`src/rtl/apdu_pkg.sv`:
```
// package: register map, field positions and reset values of the align/power/update block
`default_nettype none
package apdu_pkg;
  // printed offsets are not all multiples of four: kept as indices, byte address is four times
  localparam logic [9:0] APDU_IDX_PWR_CTRL = 10'h230;
  localparam logic [9:0] APDU_IDX_UPDATE = 10'h232;
  localparam logic [11:0] APDU_ADDR_PWR_CTRL = {APDU_IDX_PWR_CTRL, 2'b00};
  localparam logic [11:0] APDU_ADDR_UPDATE = {APDU_IDX_UPDATE, 2'b00};
  // field positions
  localparam int APDU_BIT_ALIGN_PD = 2;
  localparam int APDU_BIT_REF_PD = 1;
  localparam int APDU_BIT_SOFT_ALIGN = 0;
  localparam int APDU_BIT_UPDATE_ALL = 0;
  // reset values
  localparam logic [2:0] APDU_PWR_CTRL_RST = 3'h0;
  localparam logic [2:0] APDU_BUF_RST = 3'h0;
  // the update-all bit stays set this many cycles plus one while the copy runs
  localparam logic [1:0] APDU_UPDATE_CYCLES = 2'h1;
  // bus state of the slave
  typedef enum logic [0:0] {
    APDU_BUS_IDLE = 1'b0,
    APDU_BUS_DATA = 1'b1
  } apdu_bus_st_t;
endpackage : apdu_pkg
`default_nettype wire

```
`src/rtl/apdu_align_ctrl.sv`:
```
// module: alignment hold and trigger from the software alignment bit
`default_nettype none
module apdu_align_ctrl
  import apdu_pkg::*;
#(
  parameter int NUM_CH = 8
) (
  input wire logic clk_i,
  input wire logic sys_rst_i,
  input wire logic soft_align_i,
  input wire logic align_pd_i,
  input wire logic [NUM_CH-1:0] align_sel_i,
  output logic [NUM_CH-1:0] ch_static_o,
  output logic align_start_o
);
  initial begin
    if (NUM_CH < 1) $error("NUM_CH must be at least 1");
  end

  typedef struct packed {
    logic prev;
    logic start;
    logic [NUM_CH-1:0] stat;
  } apdu_al_state_t;

  apdu_al_state_t st;
  apdu_al_state_t next_st;

  ////////////////////////////////////////////////////////////////////////////
  // hold selected channels while bit high, pulse on falling edge
  always_comb begin
    next_st = st;
    next_st.prev = soft_align_i;
    next_st.start = st.prev & ~soft_align_i & ~align_pd_i;
    for (int i = 0; i < NUM_CH; i++) begin
      next_st.stat[i] = soft_align_i & align_sel_i[i] & ~align_pd_i;
    end
  end

  always_ff @(posedge clk_i) begin
    if (sys_rst_i) begin
      st <= '0;
    end else begin
      st <= next_st;
    end
  end

  assign ch_static_o = st.stat;
  assign align_start_o = st.start;
endmodule : apdu_align_ctrl
`default_nettype wire

```
`src/rtl/apdu_regs.sv`:
```
// module: AHB-Lite register bank for align power-down, soft align and update-all
//
// Operation
// - bit 2 at 0x230 set powers down alignment circuitry; zero by default.
// - bit 1 at 0x230 set powers down distribution reference; zero by default.
// - bit 0 at 0x230 is soft alignment, inverse polarity of the alignment pin.
// - while soft alignment bit is high, selected channels are held static.
// - falling edge of soft alignment bit starts one alignment event.
// - soft alignment bit resets to 0 so outputs run freely.
// - writing 1 to bit 0 at 0x232 copies buffer registers to active ones.
// - update-all bit clears itself once the copy has been made.
`default_nettype none
module apdu_regs
  import apdu_pkg::*;
#(
  parameter int NUM_CH = 8
) (
  input wire logic clk_i,
  input wire logic sys_rst_i,
  input wire logic hsel_i,
  input wire logic [31:0] haddr_i,
  input wire logic [1:0] htrans_i,
  input wire logic hwrite_i,
  input wire logic [2:0] hsize_i,
  input wire logic [31:0] hwdata_i,
  input wire logic hready_i,
  output logic [31:0] hrdata_o,
  output logic hreadyout_o,
  output logic hresp_o,
  input wire logic align_pin_n_i,
  input wire logic [NUM_CH-1:0] align_sel_i,
  output logic align_pd_o,
  output logic ref_pd_o,
  output logic [NUM_CH-1:0] ch_static_o,
  output logic align_start_o,
  output logic update_pulse_o
);
  initial begin
    if (NUM_CH < 1 || NUM_CH > 32) $error("NUM_CH out of range 1..32");
  end

  typedef struct packed {
    apdu_bus_st_t bus;
    logic wr;
    logic [11:0] addr;
    logic [2:0] buf_ctrl;
    logic [2:0] act_ctrl;
    logic update;
    logic [1:0] upd_cnt;
    logic upd_pulse;
    logic [31:0] rdata;
  } apdu_state_t;

  apdu_state_t st;
  apdu_state_t next_st;
  logic soft_align_eff;

  ////////////////////////////////////////////////////////////////////////////
  // bus slave, buffer writes and update-all copy
  always_comb begin
    next_st = st;
    next_st.upd_pulse = 1'b0;
    // data phase of a control write lands in the buffer, an update write arms the copy
    if (st.bus == APDU_BUS_DATA) begin
      next_st.bus = APDU_BUS_IDLE;
      if (st.wr && st.addr == APDU_ADDR_PWR_CTRL) begin
        next_st.buf_ctrl = hwdata_i[2:0];
      end
      if (st.wr && st.addr == APDU_ADDR_UPDATE && hwdata_i[APDU_BIT_UPDATE_ALL]) begin
        next_st.update = 1'b1;
        next_st.upd_cnt = APDU_UPDATE_CYCLES;
      end
    end
    // copy buffer to active, then self-clear
    if (st.update) begin
      if (st.upd_cnt == 2'h0) begin
        next_st.act_ctrl = st.buf_ctrl;
        next_st.update = 1'b0;
        next_st.upd_pulse = 1'b1;
      end else begin
        next_st.upd_cnt = st.upd_cnt - 2'h1;
      end
    end
    // address phase
    if (hsel_i && hready_i && htrans_i[1]) begin
      next_st.bus = APDU_BUS_DATA;
      next_st.wr = hwrite_i;
      next_st.addr = haddr_i[11:0];
      next_st.rdata = 32'h0000_0000;
      if (!hwrite_i && haddr_i[11:0] == APDU_ADDR_PWR_CTRL) begin
        next_st.rdata = {29'h0, st.buf_ctrl};
      end else if (!hwrite_i && haddr_i[11:0] == APDU_ADDR_UPDATE) begin
        next_st.rdata = {31'h0, st.update};
      end
    end
  end

  always_ff @(posedge clk_i) begin
    if (sys_rst_i) begin
      st <= '0;
      st.buf_ctrl <= APDU_BUF_RST;
      st.act_ctrl <= APDU_PWR_CTRL_RST;
    end else begin
      st <= next_st;
    end
  end

  // soft bit is the pin inverted: either asserts alignment hold
  assign soft_align_eff = st.act_ctrl[APDU_BIT_SOFT_ALIGN] | ~align_pin_n_i;

  ////////////////////////////////////////////////////////////////////////////
  // alignment channel control
  apdu_align_ctrl #(
    .NUM_CH(NUM_CH)
  ) u_align (
    .clk_i(clk_i),
    .sys_rst_i(sys_rst_i),
    .soft_align_i(soft_align_eff),
    .align_pd_i(st.act_ctrl[APDU_BIT_ALIGN_PD]),
    .align_sel_i(align_sel_i),
    .ch_static_o(ch_static_o),
    .align_start_o(align_start_o)
  );

  // outputs straight from flip-flops, ready and response tied to constants
  assign hrdata_o = st.rdata;
  assign hreadyout_o = 1'b1;
  assign hresp_o = 1'b0;
  assign align_pd_o = st.act_ctrl[APDU_BIT_ALIGN_PD];
  assign ref_pd_o = st.act_ctrl[APDU_BIT_REF_PD];
  assign update_pulse_o = st.upd_pulse;
endmodule : apdu_regs
`default_nettype wire

```
`config.mk`:
```
export PLATFORM = sky130hd
export DESIGN_NAME = apdu_regs
export DESIGN_NICKNAME = d
export VERILOG_FILES = /design/src/rtl/apdu_pkg.sv /design/src/rtl/apdu_align_ctrl.sv /design/src/rtl/apdu_regs.sv
export SDC_FILE = /design/constraint.sdc
export NUM_CORES = 1
export LEC_CHECK = 0
export BUFFER_PORTS_ARGS = -buffer_cell sky130_fd_sc_hd__buf_2
export CORE_MARGIN = 3
export CORE_UTILIZATION = 37
export CTS_BUF_LIST = sky130_fd_sc_hd__clkbuf_8
export DETAILED_ROUTE_END_ITERATION = 10
export PLACE_DENSITY = 0.89
export SLEW_MARGIN = 25
export SYNTH_ARGS = -nofsm -noshare
export SYNTH_HDL_FRONTEND = slang
export SYNTH_SLANG_ARGS = --single-unit
export TNS_END_PERCENT = 100
```
`constraint.sdc`:
```
create_clock -name clk_i -period 1.6 [get_ports clk_i]
set_input_delay 0.32 -clock clk_i [delete_from_list [all_inputs] [get_ports clk_i]]
set_output_delay 0.32 -clock clk_i [all_outputs]
set_load 0.05 [all_outputs]
```
# After elaboration in Yosys (flattened, before gate mapping)
# Index checks and enable logic that the tools add are counted.
# classes
n_reduce_logical	12
eq_ne	4
addsub	1
bitwise	23
n_mux	9
# ops
op	n
$eq 12x12->1 const B	4
$and 1x1->1	18
$mux 14	1
$mux 3	3
$logic_and 1x1->1	7
$mux 4	1
$not 1->1	4
$reduce_and 2->1	2
$mux 1	3
$logic_not 2->1	1
$mux 2	1
$reduce_or 2->1	1
$sub 2x1->2 const B	1
$logic_not 1->1	1
$or 1x1->1	1
# word_totals
ff_bits	66
inputBits	83

# Longest topological paths before layout
# logic_depth
word_depth	7
ltp_mapped	4

# Cells and area by module
# A second synthesis with hierarchy kept.
# hier_totals
hier_cells	183
hier_area_um2	1719.1
# modules_own_cells
module	cells_each	area_per_inst_um2	instances
apdu_regs	155	1335.0	1
apdu_align_ctrl	28	384.1	1

# Worst setup path before layout
# OpenSTA, ideal clock, no wires.
# synth_timing
path_type	register -> register
start	register st[50] in the netlist's numbering
end	register (tool-made name)
arrival_time_ns	1.611
setup_slack_ns	-0.129
period_less_slack_ns	1.729
setup_time_ns	0.118
required_time_ns	1.482
stages_incl_launch_ff	4
path_cell_list	dfxtp_1 > or4b_4 > or4_4 > o2111a_1
# synth_rtl
item	line_no	source
start, declared	apdu_regs.sv:54	apdu_state_t st;
start signal, assigned	apdu_regs.sv:104	st <= next_st;

==> flow_summary.json <==
{
  "outcome": "complete, but fails checks",
  "failed_checks": "negative setup slack",
  "port-buffer-count": 44,
  "areaGrowthSynthToFinish_pct": 12.2,
  "crit_path_end_kind": "flop",
  "drtIter0Drc": 146,
  "overflow": 0,
  "ys_seq_area_share_pct": 44.4,
  "grt_pass1_vias": 1172,
  "filler_cell_count": 407,
  "syn_area_per_cell_um2": 9.02,
  "synth.cell_area_um2": 1670,
  "post_route_cell_area_um2": 1870,
  "tightestPinTransition_ns": 0.601,
  "yosys.cell_types.count": 32,
  "period_needed_ns": 1.81,
  "clock-skew-final_ns": 0.0100,
  "worst_hold_path_type": "input port to flop",
  "setup.worst_path.start_class": "flop",
  "worst_skew_pair.late_latency_ns": 0.28,
  "cts_tree": "built",
  "fin_hold_viols": 0,
  "yosys_warnings": 0,
  "cts-hold-fix-buffers": 0,
  "chipHeight_um": 73.2,
  "most_common_library_cell_in_the_layout_ignoring_fill_and_taps": "sky130_fd_sc_hd__buf_2",
  "gpl.final_weighted_congestion": 0.791,
  "antenna_found_initial": 0,
  "critical_path.reg2reg.startpoint": "st[52]",
  "p_comb_share_pct": 16.3,
  "critPathArrivalTime_ns": 1.98,
  "die-area_um2": 5350,
  "place.detailed.hpwl_mm": 2.50,
  "via_per_inst": 4.49,
  "clock_tree.root_cell": "sky130_fd_sc_hd__clkbuf_8",
  "drive_above_1_share_pct": 29.3,
  "synth_cells": 185,
  "timing.max_cap.violations": 0,
  "dp.cells": 267,
  "cts_inserted_buffers": 5,
  "post-route-period-util_pct": 113,
  "grt_setup_unrepaired": "yes",
  "core_um2": 4170,
  "floorplan.die.width_um": 73.2,
  "grt_max_degree": 17,
  "final_nets": 308,
  "route.detailed.wl_per_inst_um": 11.5,
  "power.share.switching_pct": 29.2,
  "share_seq_of_total_power_pct": 50.3,
  "clk_pin_slew_ns": 0.06,
  "timing.critical_path.from": "st[52]",
  "final_antenna_net_count": 0,
  "clk_path_buf_depth": 2,
  "io-pin-count": 129,
  "dpl_worst_slack_ns": -0.183,
  "r2r_cells": 3,
  "max_freq_ghz": 0.552,
  "synth-seq-cells": 37,
  "p_int_mw": 1.34,
  "r2r_slack_ns": -0.21,
  "peakVddDrop_mv": 0.473,
  "p_per_area_nw_per_um2": 1010,
  "cp_data_required_time_ns": 1.76,
  "postRouteWirelength_mm": 3.16,
  "layoutNonFillerInstCount": 275,
  "initial_standard_cell_utilization_of_the_core_pct": 40.0,
  "path_class": "flop to flop",
  "drt_pre_antenna_iters": 5,
  "p_clk_share_pct": 33.4,
  "clkSinkCount": 37,
  "report.final.slew_viol_count": 0,
  "critical_path_peak_fanout": 3,
  "commonest_cells_after_routing_fill_and_taps_aside": "44 x sky130_fd_sc_hd__buf_2, 37 x sky130_fd_sc_hd__dfxtp_1, 33 x sky130_fd_sc_hd__nand2_1",
  "placement.cell_area_um2": 1780,
  "switchingPower_mw": 0.552,
  "cts-htree-levels": 2,
  "grt_pass1_wl_mm": 5.04,
  "p_leak_nw": 0.840,
  "timing.max_slew.rel_slack_pct": 59.6,
  "num_antenna_cells": 0,
  "finalSetupViolations": 6,
  "grtUsageTotal_pct": 12.0,
  "drt_drc_violations_left": 0,
  "core.rowCount": 23,
  "vias": 1234,
  "setup_slack_ns": -0.212
}
[cells in the mapped netlist (all sizes together)]
cell    instances  area (µm²)
dfxtp          37         741
nor4            2        18.8
a21oi          14        70.1
nor4bb          1        10.0
clkbuf          6        22.5
nor2b           1        6.26
or4bb           2        22.5
or4             1        11.3
o41ai           1        8.76
nor3            2        10.0
nand3           5        25.0
a211oi          1        12.5
and2            9        56.3
nor4b           1        8.76
nand2b          1        6.26
or4b            1        13.8
nor2            5        18.8
mux2i           7        70.1
nor3b           1        12.5
conb            2        7.51
and3            1        6.26
buf            42         315
or3             1        6.26
nand4b          1        8.76
o31ai           2        15.0
inv             2        7.50
nand3b          1        7.51
o2111a          1        11.3
nand2          33         124
a221oi          1        15.0
[cell type report]
| cell class | instances | area (µm²) | share of cell area [%] |
|---|---|---|---|
| flip-flops and latches | 37 | 741 | 39.5 |
| multi-input cells | 127 | 696 | 37.1 |
| repair buffers | 52 | 280 | 15.0 |
| clock buffers | 6 | 82.6 | 4.41 |
| well taps | 50 | 62.6 | 3.34 |
| inverters | 2 | 7.51 | 0.401 |
| clock inverters | 1 | 3.75 | 0.200 |
[cells by family after synthesis]
group / Yosys count / share of synthesized area (%)
muxes: 7 / 4.20
AOI/OAI and AO/OA: 20 / 7.95
other: 2 / 0.450
buffers and inverters: 50 / 20.7
DFF: 37 / 44.4
and+or+nand+nor: 69 / 22.3
[critical path: stages, from the launching register on]
cell	delay, ns
sky130_fd_sc_hd__dfxtp_1	0.31
sky130_fd_sc_hd__or4b_4	0.53
sky130_fd_sc_hd__or4_4	0.58
sky130_fd_sc_hd__o2111a_1	0.27
[state kept, by name, indices dropped and copies added (netlist names), named ones only]
register and cells:
ref_pd_o 1, update_pulse_o 1, st 20, u_align.align_start_o 1, u_align.ch_static_o 8, u_align.st 1, hrdata_o 3, align_pd_o 1
[stage by stage]
stage | hold slack [ns] | power (mW) | util, % | setup TNS [ns]
floorplan | 0.386 | 1.28 | - | -0.103
global placement | 0.404 | 1.27 | 42.5 | -0.323
detailed placement | 0.420 | 1.28 | 42.5 | -0.434
CTS | 0.232 | 1.89 | 44.6 | -0.450
global route | 0.238 | 1.96 | 44.9 | -1.13
finish | 0.241 | 1.89 | 44.9 | -0.747
[worst min path at each step]
stage | from | end | slack, ns | cells past startpoint
final | align_sel_i[4] | u_align.ch_static_o[4] | 0.24 | 2
after floorplan | sys_rst_i | st[33] | 0.39 | 1
after detailed placement | u_align.st[9] | u_align.align_start_o | 0.42 | 2
after CTS | align_sel_i[4] | u_align.ch_static_o[4] | 0.23 | 2
after global routing | align_sel_i[4] | u_align.ch_static_o[4] | 0.24 | 2
after global placement | u_align.st[9] | u_align.align_start_o | 0.40 | 2
[what timing repair did]
action / in CTS / in global routing
endpoints found under the hold margin: 0 / 0
gates resized for setup: 0 / 1
buffers inserted: 0 / 1
setup endpoints to repair: 4 / 6
cloned: 0 / 0
pin swaps: 1 / 3
[power by group through the flow]
stage	logic, mW	registers (mW)	clock network (mW)
after floorplan	0.308	0.972	0
after global placement	0.302	0.970	0
after detailed placement	0.306	0.971	0
after CTS	0.306	0.950	0.637
after global routing	0.328	0.952	0.675
final	0.308	0.950	0.630
[metal layers]
layer / vias to the layer above / GRT usage [%] / share of wire (%)
met5: - / 0 / 0
met4: 0 / 4.30 / 1.7
met3: 6 / 3.86 / 7.1
met2: 46 / 20.8 / 54
met1: 562 / 13.6 / 37
li1: 620 / - / -
Note: power is estimated with default switching activity, not from simulation.
